===== src/logic/wakeup_params.svh =====
// Offsets, field positions, reset values and timing counts of the wake-up controller
`ifndef WAKEUP_PARAMS_SVH
`define WAKEUP_PARAMS_SVH
`define WCS_OFF_MODE        8'h11   // Mode control register
`define WCS_OFF_WAKE_CTRL   8'h12   // Wake control register
`define WCS_OFF_TIMING      8'h13   // Timing control register
`define WCS_OFF_WAKE_SRC    8'h14   // Wake-source register
`define WCS_OFF_RST_STAT    8'h15   // Reset status register
`define WCS_CYCLIC_SENSE_SELECT_MSB       7       // Cyclic sense select field
`define WCS_CYCLIC_SENSE_SELECT_LSB       6
`define WCS_FWM_MSB         7       // Forced wake multiplier field
`define WCS_FWM_LSB         4
`define WCS_CST_MSB         3       // Cyclic sense period field
`define WCS_CST_LSB         0
`define WCS_SRC_FORCED      7       // Forced wake flag
`define WCS_SRC_BUS         6       // Bus wake flag
`define WCS_RST_POR         0       // Reset status bits
`define WCS_RST_LVR         1
`define WCS_RST_WUR         3
`define WCS_RST_EXR         4
`define WCS_RESET_REG       8'h00   // Reset value of control registers
`define WCS_CLK_PERIOD_NS   25      // System clock period
`define WCS_BUS_FILTER_NS   30000   // Bus wake filter time
`define WCS_BUS_FILTER_CYC  ((`WCS_BUS_FILTER_NS + `WCS_CLK_PERIOD_NS - 1) / `WCS_CLK_PERIOD_NS)
`define WCS_HS_ON_CYC       4'h8    // High-side on time per cyclic event
`endif


===== src/logic/wakeup_pkg.sv =====
// Types of the wake-up controller
package wakeup_pkg;
    // Operating modes
    typedef enum logic [2:0]
    {
        NORMAL  = 3'b000,
        STOP    = 3'b001,
        SLEEP   = 3'b010,
        RESET   = 3'b011,
        POWERON = 3'b100
    } mode_t;

    // Whole state of the controller
    typedef struct packed
    {
        mode_t       mode;       // Current mode
        logic [7:0]  wake_control;        // Wake control
        logic [7:0]  timing_control_reg;        // Timing control
        logic [7:0]  wake_source_reg;        // Wake-source flags
        logic [7:0]  rsr;        // Reset status flags
        logic        stopArmed;  // Stop command allowed
        logic [5:0]  syncA;      // First synchroniser stage
        logic [5:0]  syncB;      // Second synchroniser stage
        logic [5:0]  refLevel;   // Reference input level
        logic [9:0]  msCount;    // Cyclic period counter
        logic [3:0]  hsTimer;    // High-side on time
        logic [10:0] fwCount;    // Forced wake event count
        logic [10:0] busCount;   // Dominant duration
        logic        hsOne;      // High-side output one
        logic        hsTwo;      // High-side output two
        logic [5:0]  anaDis;     // Analog input disables
        logic        irq;        // Die-link interrupt
        logic [7:0]  rdata;      // Read data
    } state_t;
endpackage : wakeup_pkg


===== src/logic/wakeup_cyclic_sense_ctrl.sv =====
// Wake-up and cyclic sense controller of the companion die
//
// Overview of operation
// - Stop wake raises interrupt, enters Normal.
// - Sleep wake enters Reset mode.
// - New Stop only after wake-source read.
// - Without cyclic sense, enabled input change wakes.
// - Wake-enabled inputs lose analog function in low power.
// - Cyclic sense compares samples between events.
// - Stop uses trimmed tick, Sleep untrimmed.
// - Low power cyclic sense overrides high-side control.
// - Simultaneous forced and input wake reports forced.
// - Nonzero multiplier enables periodic forced wake.
// - Bus wake needs long dominant then recessive.
// - Normal request wakes Stop, sets no flag.
// - Low voltage or external reset in Stop: Reset, flagged.
// - Sleep supply loss enters Power On.
// - Select field decodes off, one, two, both.
// - No enables: outputs still switch, no detection.
// - Wake control bits 5..0 enable inputs.
// - Wake-source layout; read clears, writes ignored.
// - Multiplier code gives power-of-two period multiple.
// - Reset status read clears, writes ignored.
`timescale 1ns/1ps
`include "wakeup_params.svh"

module wakeup_cyclic_sense_ctrl
(
    input  wire logic       clk_sys,        // System clock
    input  wire logic       rst_n,          // Asynchronous reset
    input  wire logic       regWrite,       // Die link write strobe
    input  wire logic       regRead,        // Die link read strobe
    input  wire logic [7:0] regAddr,        // Register offset
    input  wire logic [7:0] regWdata,       // Write data
    output logic      [7:0] regRdata,       // Read data
    input  wire logic       tickTrimmed,    // 1 ms pulse, trimmed base clock
    input  wire logic       tickRaw,        // 1 ms pulse, untrimmed base clock
    input  wire logic [5:0] wakeIn,         // Wake input levels
    input  wire logic       busDominant,    // Bus is dominant
    input  wire logic       coreLowVoltage, // Core supply low
    input  wire logic       extResetEvent,  // External reset pin event
    input  wire logic       mainSupplyLow,  // Main supply below power-on level
    input  wire logic       resetRelease,   // Reset sequence finished
    input  wire logic       hsCtrlOne,      // Normal control of output one
    input  wire logic       hsCtrlTwo,      // Normal control of output two
    output logic            highSideOne,    // High-side output one
    output logic            highSideTwo,    // High-side output two
    output logic      [5:0] analogDisable,  // Analog input disables
    output logic            dieLinkIrq,     // Die-link interrupt pulse
    output logic      [2:0] modeOut         // Current mode
);

    wakeup_pkg::state_t st;       // Registered state
    wakeup_pkg::state_t next_st;  // Next state

    logic       lowPower;     // Stop or Sleep
    logic       cyclicOn;     // Cyclic sense selected
    logic       msTick;       // Selected base tick
    logic       csEvent;      // Cyclic sense event
    logic       forcedWake;   // Forced wake this cycle
    logic [5:0] inChange;     // Enabled input changes
    logic       busWake;      // Bus wake this cycle
    logic       wakeAny;      // Any flagged wake
    logic       readWsr;      // Wake-source read
    logic       readRsr;      // Reset status read
    logic [9:0] periodMs;     // Cyclic period in ms
    logic [10:0] fwMult;      // Forced multiplier

    // Cyclic sense period per code
    function automatic logic [9:0] cst_ms(input logic [3:0] code);
        unique case (code)
            4'h0: cst_ms = 10'h001;
            4'h1: cst_ms = 10'h002;
            4'h2: cst_ms = 10'h005;
            4'h3: cst_ms = 10'h00a;
            4'h4: cst_ms = 10'h014;
            4'h5: cst_ms = 10'h032;
            4'h6: cst_ms = 10'h064;
            4'h7: cst_ms = 10'h0c8;
            4'h8: cst_ms = 10'h1f4;
            default: cst_ms = 10'h3e8;
        endcase
    endfunction : cst_ms

    // Derived control terms
    always_comb
    begin
        lowPower = (st.mode == wakeup_pkg::STOP) || (st.mode == wakeup_pkg::SLEEP);
        cyclicOn = st.wake_control[`WCS_CYCLIC_SENSE_SELECT_MSB:`WCS_CYCLIC_SENSE_SELECT_LSB] != 2'b00;
        msTick = (st.mode == wakeup_pkg::STOP) ? tickTrimmed : tickRaw;
        periodMs = cst_ms(st.timing_control_reg[`WCS_CST_MSB:`WCS_CST_LSB]);
        // Codes above eleven behave as the largest multiplier
        if (st.timing_control_reg[`WCS_FWM_MSB:`WCS_FWM_LSB] >= 4'hb)
        begin
            fwMult = 11'h400;
        end
        else
        begin
            fwMult = 11'h001 << (st.timing_control_reg[`WCS_FWM_MSB:`WCS_FWM_LSB] - 4'h1);
        end
        csEvent = lowPower && msTick && (st.msCount + 10'h001 >= periodMs)
                  && (cyclicOn || st.timing_control_reg[`WCS_FWM_MSB:`WCS_FWM_LSB] != 4'h0);
        forcedWake = csEvent && st.timing_control_reg[`WCS_FWM_MSB:`WCS_FWM_LSB] != 4'h0
                     && (st.fwCount + 11'h001 >= fwMult);
        // Change against reference, sampled at the end of the on time when cyclic
        if (cyclicOn)
        begin
            inChange = (st.hsTimer == 4'h1) ? ((st.syncB ^ st.refLevel) & st.wake_control[5:0]) : 6'h00;
        end
        else
        begin
            inChange = (st.syncB ^ st.refLevel) & st.wake_control[5:0];
        end
        if (!lowPower)
        begin
            inChange = 6'h00;
        end
        busWake = lowPower && !busDominant
                  && (st.busCount >= 11'(`WCS_BUS_FILTER_CYC));
        wakeAny = forcedWake || (inChange != 6'h00) || busWake;
        readWsr = regRead && (regAddr == `WCS_OFF_WAKE_SRC);
        readRsr = regRead && (regAddr == `WCS_OFF_RST_STAT);
    end

    // Next-state logic
    always_comb
    begin
        next_st = st;
        next_st.irq = 1'b0;
        next_st.syncA = wakeIn;
        next_st.syncB = st.syncA;
        // Register writes; status registers ignore writes
        if (regWrite && regAddr == `WCS_OFF_WAKE_CTRL)
        begin
            next_st.wake_control = regWdata;
        end
        if (regWrite && regAddr == `WCS_OFF_TIMING)
        begin
            next_st.timing_control_reg = regWdata;
        end
        // Register reads
        unique case (regAddr)
            `WCS_OFF_WAKE_CTRL: next_st.rdata = st.wake_control;
            `WCS_OFF_TIMING:    next_st.rdata = st.timing_control_reg;
            `WCS_OFF_WAKE_SRC:  next_st.rdata = st.wake_source_reg;
            `WCS_OFF_RST_STAT:  next_st.rdata = st.rsr;
            `WCS_OFF_MODE:      next_st.rdata = {5'h00, st.mode};
            default:            next_st.rdata = 8'h00;
        endcase
        if (!regRead)
        begin
            next_st.rdata = st.rdata;
        end
        // Read clears; a new set in the same cycle wins
        if (readWsr)
        begin
            next_st.wake_source_reg = 8'h00;
            next_st.stopArmed = 1'b1;
        end
        if (readRsr)
        begin
            next_st.rsr = 8'h00;
        end
        // Cyclic timing and on-time of the high-side outputs
        if (st.hsTimer != 4'h0)
        begin
            next_st.hsTimer = st.hsTimer - 4'h1;
        end
        if (st.hsTimer == 4'h1)
        begin
            next_st.refLevel = st.syncB;
        end
        if (csEvent)
        begin
            next_st.msCount = 10'h000;
            next_st.hsTimer = cyclicOn ? `WCS_HS_ON_CYC : 4'h0;
            next_st.fwCount = forcedWake ? 11'h000 : st.fwCount + 11'h001;
        end
        else if (lowPower && msTick)
        begin
            next_st.msCount = st.msCount + 10'h001;
        end
        // Dominant duration on the bus
        if (lowPower && busDominant)
        begin
            next_st.busCount = (st.busCount == 11'h7ff) ? st.busCount : st.busCount + 11'h001;
        end
        else
        begin
            next_st.busCount = 11'h000;
        end
        // Wake-source capture, held until read
        if (forcedWake)
        begin
            next_st.wake_source_reg[`WCS_SRC_FORCED] = 1'b1;
        end
        else
        begin
            next_st.wake_source_reg[5:0] = next_st.wake_source_reg[5:0] | inChange;
        end
        if (busWake)
        begin
            next_st.wake_source_reg[`WCS_SRC_BUS] = 1'b1;
        end
        // Mode sequencing
        unique case (st.mode)
            wakeup_pkg::NORMAL:
            begin
                if (regWrite && regAddr == `WCS_OFF_MODE && regWdata[1:0] == 2'b01 && st.stopArmed)
                begin
                    next_st.mode = wakeup_pkg::STOP;
                end
                else if (regWrite && regAddr == `WCS_OFF_MODE && regWdata[1:0] == 2'b10)
                begin
                    next_st.mode = wakeup_pkg::SLEEP;
                end
            end
            wakeup_pkg::STOP:
            begin
                if (coreLowVoltage || extResetEvent)
                begin
                    next_st.mode = wakeup_pkg::RESET;
                    next_st.rsr[`WCS_RST_LVR] = st.rsr[`WCS_RST_LVR] | coreLowVoltage;
                    next_st.rsr[`WCS_RST_EXR] = st.rsr[`WCS_RST_EXR] | extResetEvent;
                end
                else if (wakeAny || (regWrite && regAddr == `WCS_OFF_MODE && regWdata[1:0] == 2'b00))
                begin
                    next_st.mode = wakeup_pkg::NORMAL;
                    next_st.irq = 1'b1;
                    next_st.stopArmed = 1'b0;
                end
            end
            wakeup_pkg::SLEEP:
            begin
                if (mainSupplyLow)
                begin
                    next_st.mode = wakeup_pkg::POWERON;
                    next_st.rsr[`WCS_RST_POR] = 1'b1;
                end
                else if (wakeAny)
                begin
                    next_st.mode = wakeup_pkg::RESET;
                    next_st.rsr[`WCS_RST_WUR] = 1'b1;
                    next_st.stopArmed = 1'b0;
                end
            end
            wakeup_pkg::POWERON:
            begin
                if (!mainSupplyLow)
                begin
                    next_st.mode = wakeup_pkg::RESET;
                end
            end
            wakeup_pkg::RESET:
            begin
                // Control registers go to defaults; status is kept
                next_st.wake_control = `WCS_RESET_REG;
                next_st.timing_control_reg = `WCS_RESET_REG;
                if (resetRelease)
                begin
                    next_st.mode = wakeup_pkg::NORMAL;
                end
            end
            default:
            begin
                next_st.mode = wakeup_pkg::RESET;
            end
        endcase
        // Fresh reference and counters on low-power entry
        if (!lowPower && (next_st.mode == wakeup_pkg::STOP || next_st.mode == wakeup_pkg::SLEEP))
        begin
            next_st.refLevel = st.syncB;
            next_st.msCount = 10'h000;
            next_st.fwCount = 11'h000;
            next_st.hsTimer = 4'h0;
        end
        // High-side outputs: cyclic pattern overrides normal control
        if (lowPower && cyclicOn)
        begin
            next_st.hsOne = (next_st.hsTimer != 4'h0) && st.wake_control[6];
            next_st.hsTwo = (next_st.hsTimer != 4'h0) && st.wake_control[7];
        end
        else
        begin
            next_st.hsOne = hsCtrlOne;
            next_st.hsTwo = hsCtrlTwo;
        end
        next_st.anaDis = lowPower ? st.wake_control[5:0] : 6'h00;
    end

    // State register
    always_ff @(posedge clk_sys or negedge rst_n)
    begin
        if (!rst_n)
        begin
            st <= '0;
            st.stopArmed <= 1'b1;
            st.rsr <= 8'h01;
        end
        else
        begin
            st <= next_st;
        end
    end

    // Outputs straight from the state register
    assign regRdata = st.rdata;
    assign highSideOne = st.hsOne;
    assign highSideTwo = st.hsTwo;
    assign analogDisable = st.anaDis;
    assign dieLinkIrq = st.irq;
    assign modeOut = st.mode;

    // Checks
    a_stop_wake_irq: assert property (@(posedge clk_sys) disable iff (!rst_n)
        (st.mode == wakeup_pkg::STOP ##1 st.mode == wakeup_pkg::NORMAL) |-> st.irq)
        else $error("stop wake without interrupt");
    a_sleep_exit: assert property (@(posedge clk_sys) disable iff (!rst_n)
        (st.mode == wakeup_pkg::SLEEP ##1 st.mode != wakeup_pkg::SLEEP)
        |-> (st.mode == wakeup_pkg::RESET || st.mode == wakeup_pkg::POWERON))
        else $error("sleep left to a wrong mode");
    a_stop_blocked: assert property (@(posedge clk_sys) disable iff (!rst_n)
        (regWrite && regAddr == `WCS_OFF_MODE && !st.stopArmed && st.mode == wakeup_pkg::NORMAL)
        |=> st.mode != wakeup_pkg::STOP)
        else $error("stop taken before wake-source read");
    a_src_read_arms: assert property (@(posedge clk_sys) disable iff (!rst_n)
        (readWsr && st.mode == wakeup_pkg::NORMAL) |=> st.stopArmed)
        else $error("wake-source read did not arm stop");
    a_forced_only: assert property (@(posedge clk_sys) disable iff (!rst_n)
        $rose(st.wake_source_reg[`WCS_SRC_FORCED]) |-> ((st.wake_source_reg[5:0] & ~$past(st.wake_source_reg[5:0])) == 6'h00))
        else $error("input flag set with forced wake");
    a_analog_off: assert property (@(posedge clk_sys) disable iff (!rst_n)
        (lowPower ##1 lowPower) |-> st.anaDis == $past(st.wake_control[5:0]))
        else $error("analog disable wrong in low power");
    a_hs_override: assert property (@(posedge clk_sys) disable iff (!rst_n)
        (lowPower && cyclicOn && st.hsTimer == 4'h0 && !csEvent && !regWrite) |=> !st.hsOne && !st.hsTwo)
        else $error("high side on outside cyclic on time");
    a_bus_stuck: assert property (@(posedge clk_sys) disable iff (!rst_n)
        $rose(st.wake_source_reg[`WCS_SRC_BUS]) |-> !$past(busDominant) && $past(st.busCount) >= 11'(`WCS_BUS_FILTER_CYC))
        else $error("bus wake without long dominant pulse");
    a_supply_loss: assert property (@(posedge clk_sys) disable iff (!rst_n)
        (st.mode == wakeup_pkg::SLEEP && mainSupplyLow) |=> st.mode == wakeup_pkg::POWERON)
        else $error("sleep supply loss not handled");

endmodule : wakeup_cyclic_sense_ctrl


===== config.mk =====
export PLATFORM = sky130hd
export DESIGN_NAME = wakeup_cyclic_sense_ctrl
export DESIGN_NICKNAME = d
export VERILOG_FILES = /design/src/logic/wakeup_pkg.sv /design/src/logic/wakeup_cyclic_sense_ctrl.sv
export VERILOG_INCLUDE_DIRS = /design/src /design/src/logic
export SDC_FILE = /design/constraint.sdc
export NUM_CORES = 1
export LEC_CHECK = 0
export BUFFER_PORTS_ARGS = -buffer_cell sky130_fd_sc_hd__buf_2
export CAP_MARGIN = 20
export CORE_UTILIZATION = 50
export DETAILED_ROUTE_END_ITERATION = 8
export GPL_ROUTABILITY_DRIVEN = 0
export PLACE_DENSITY = 0.72
export SKIP_LAST_GASP = 1
export SYNTH_ARGS = -nofsm -noshare
export SYNTH_HDL_FRONTEND = slang
export SYNTH_SLANG_ARGS = --single-unit
export TNS_END_PERCENT = 100

===== constraint.sdc =====
create_clock -name clk_sys -period 3.9 [get_ports clk_sys]
set_clock_uncertainty 0.1 [all_clocks]
set_input_delay 0.195 -clock clk_sys [delete_from_list [all_inputs] [get_ports clk_sys]]
set_output_delay 0.195 -clock clk_sys [all_outputs]
set_load 0.02 [all_outputs]

==> impl_metrics.env <==
export IMPL_dieArea_um2=11860
export IMPL_synth_area_per_cell_um2=9.804
export IMPL_fp_dieW_um=108.9
export IMPL_synth_main_ff_cell="dfrtp_1"
export IMPL_synth_cell_types=59
export IMPL_filler_cell_count=925
export IMPL_register_area_um2=2581
export IMPL_drive_gt1_frac=0.1762
export IMPL_powerDensity_nw_per_um2=545.6
export IMPL_cp_start_kind="flip-flop"
export IMPL_synth_seq_cells=103
export IMPL_clk_latency_ns=0.36
export IMPL_yosysSeqAreaShare=0.4514
export IMPL_grt_pass1_vias=4382
export IMPL_path_cells="and3_1 -> and3_1 -> and3_1 -> and3_1 -> xor2_1 -> ha_1 -> a21o_1 -> a21oi_1 -> o21ai_0 -> a41o_1 -> nand3_2 -> o211a_4 -> a2111oi_4 -> or2_4 -> a2111oi_1"
export IMPL_final_cells=787
export IMPL_cts_buffer_depth=2
export IMPL_vias_per_cell=5.665
export IMPL_leakagePower_nw=3.182
export IMPL_fin_crit_sh=0.9707
export IMPL_fin_nets=709
export IMPL_grt_antenna_before_repair=0
export IMPL_firstDrtPassIters=5
export IMPL_cts_buffers_inserted=9
export IMPL_dpl_hpwl_um=9371
export IMPL_final_cell_mix="dfrtp_1, nor2_1, nand2_1"
export IMPL_dp_cells=757
export IMPL_hold_violations=0
export IMPL_grt_pass1_wl_um=21100
export IMPL_post_route_drc_count=0
export IMPL_fmaxAchievable_ghz=0.2641
export IMPL_num_vias=4458
export IMPL_finalSetupViolCount=0
export IMPL_status="completed"
export IMPL_slowest_stage="a2111oi_1"
export IMPL_crit_type="reg2reg"
export IMPL_synth_edff_count=0
export IMPL_syn_area_um2=5715
export IMPL_synth_net_count=650
export IMPL_crit_top_cell="and3_1"
export IMPL_final_common_cell="dfrtp_1"
export IMPL_diodes=0
export IMPL_worstPathMaxFanout=14
export IMPL_crit_arrival_ns=3.89
export IMPL_initial_utilization=0.5204
export IMPL_critPathRequiredTime_ns=4.01
export IMPL_max_slew_worst_pin_slew_ns=0.9475
export IMPL_rsz0062_at_grt="false"
export IMPL_grt_max_degree=79
export IMPL_grt_usage=0.2349
export IMPL_placed_cell_area_um2=6076
export IMPL_numClockSinks=103
export IMPL_pre_cts_slack_ns=-0.08728
export IMPL_fin_util=0.5985
export IMPL_final_area_um2=6574
export IMPL_async_flop_share=1.000
export IMPL_routed_wl_um=13070
export IMPL_slowest_delay_ns=0.43
export IMPL_syn_inst=583
export IMPL_worst_slack_ns=0.1142
export IMPL_row_count=38
export IMPL_drv_slew=0
export IMPL_ant_nets=0
export IMPL_cts_tree="done"
export IMPL_fin_crit_ns=3.786
export IMPL_cp_end_kind="flip-flop"
export IMPL_ios=55
export IMPL_numPortBuffers=54
export IMPL_wl_per_cell_um=16.61
export IMPL_ir_drop_mv=0.4794
export IMPL_overflow=0
export IMPL_clkSlewWorstSetupHoldPaths_ns=0.07
export IMPL_area_delta_synth_final_pct=15.02
export IMPL_die_h_um=108.9
export IMPL_hp_class="in2reg"
export IMPL_clock_root_buffer="clkbuf_16"
export IMPL_drv_cap=0
export IMPL_core_area_um2=10980
export IMPL_slew_headroom=0.3660
export IMPL_multi_input_area_um2=2897
export IMPL_ys_warn_count=0
export IMPL_htreeDepth=3
export IMPL_first_iter_violations=198
==> metrics by stage <==
stage / setup TNS (ns) / power, mW / hold WS, ns
floorplan: 0 / 2.236 / -0.2006
global placement: 0 / 2.509 / 0.2027
detailed placement: -0.08728 / 2.571 / 0.2074
CTS: 0 / 3.534 / 0.006014
global route: 0 / 3.777 / 0.02259
finish: 0 / 3.587 / 0.01232
==> worst max-delay path, delay by kind of cell (launching register included) <==
kind | cells | cell delay, ns
simple gates | 6 | 1.24
compound gates | 7 | 1.39
xor+xnor | 1 | 0.15
fa+ha+maj | 1 | 0.33
flops | 1 | 0.42
==> state kept, by name (all words and copies together), names as in the netlist <==
register and count:
st 77, regRdata 8, analogDisable 6, next_st 6, modeOut 3, dieLinkIrq 1, highSideOne 1, highSideTwo 1
==> synthesized netlist by cell type, types with 9 or more instances <==
cell type / instances / share of area
xor2_1: 23 / 0.035
ha_1: 32 / 0.070
and3_1: 16 / 0.018
mux2i_1: 18 / 0.032
nor2_1: 65 / 0.043
and2_1: 10 / 0.011
buf_4: 18 / 0.024
xnor2_1: 9 / 0.014
nand2_1: 60 / 0.039
a21oi_1: 32 / 0.028
o21ai_0: 29 / 0.025
nand3_1: 18 / 0.016
dfrtp_1: 101 / 0.44
inv_1: 17 / 0.011
clkbuf_1: 15 / 0.0099
==> layout make-up <==
type | count | area share
clock inverters | 6 | 0.01142
flip-flops and latches | 103 | 0.3927
multi-input cells | 428 | 0.4406
well taps | 140 | 0.02665
clock buffers | 10 | 0.03483
inverters | 17 | 0.009707
repair buffers | 83 | 0.08413
==> cells by family (layout without fill, tap and decap cells) <==
logic type	after synthesis	in the layout	share of synthesized area
simple gates	212	212	0.1775
fa+ha+maj	32	32	0.07005
flops	103	103	0.4514
compound gates	120	120	0.1447
xor+xnor	32	32	0.04904
buf+inv	52	116	0.04619
mux	32	32	0.06108
==> path summary, 6_finish.rpt <==
check / from / end / slack [ns] / depth (start not counted)
hold / removal: regWdata[6] / st[94] / 0.01 / 3
min in group asynchronous: rst_n / st[30] / 0.17 / 2
max in group asynchronous: rst_n / st[60] / 2.58 / 4
setup / recovery: st[31] / st[40] / 0.11 / 15
hold reg to reg: next_st[64] / st[64] / 0.25 / 0
setup reg to reg: st[31] / st[40] / 0.11 / 15
==> power breakdown <==
part	total, mW	switching, mW	internal (mW)
registers	1.39	0.162	1.23
clock network	0.930	0.421	0.508
logic	1.26	0.718	0.546
==> routing by layer <==
layer	vias up	track usage	share of wire
met5	-	0	0
met4	0	0.09170	0.020
met3	18	0.05081	0.039
met2	103	0.4012	0.50
met1	2177	0.2886	0.44
li1	2160	-	-
==> repair_timing <==
item	CTS	global route
buffers inserted	0	1
hold buffers	12	0
endpoints found under the setup margin	1	20
pin swaps	0	2
hold endpoints to repair	85	0
gates resized for setup	2	5
Note: power is estimated with default switching activity, not from simulation.
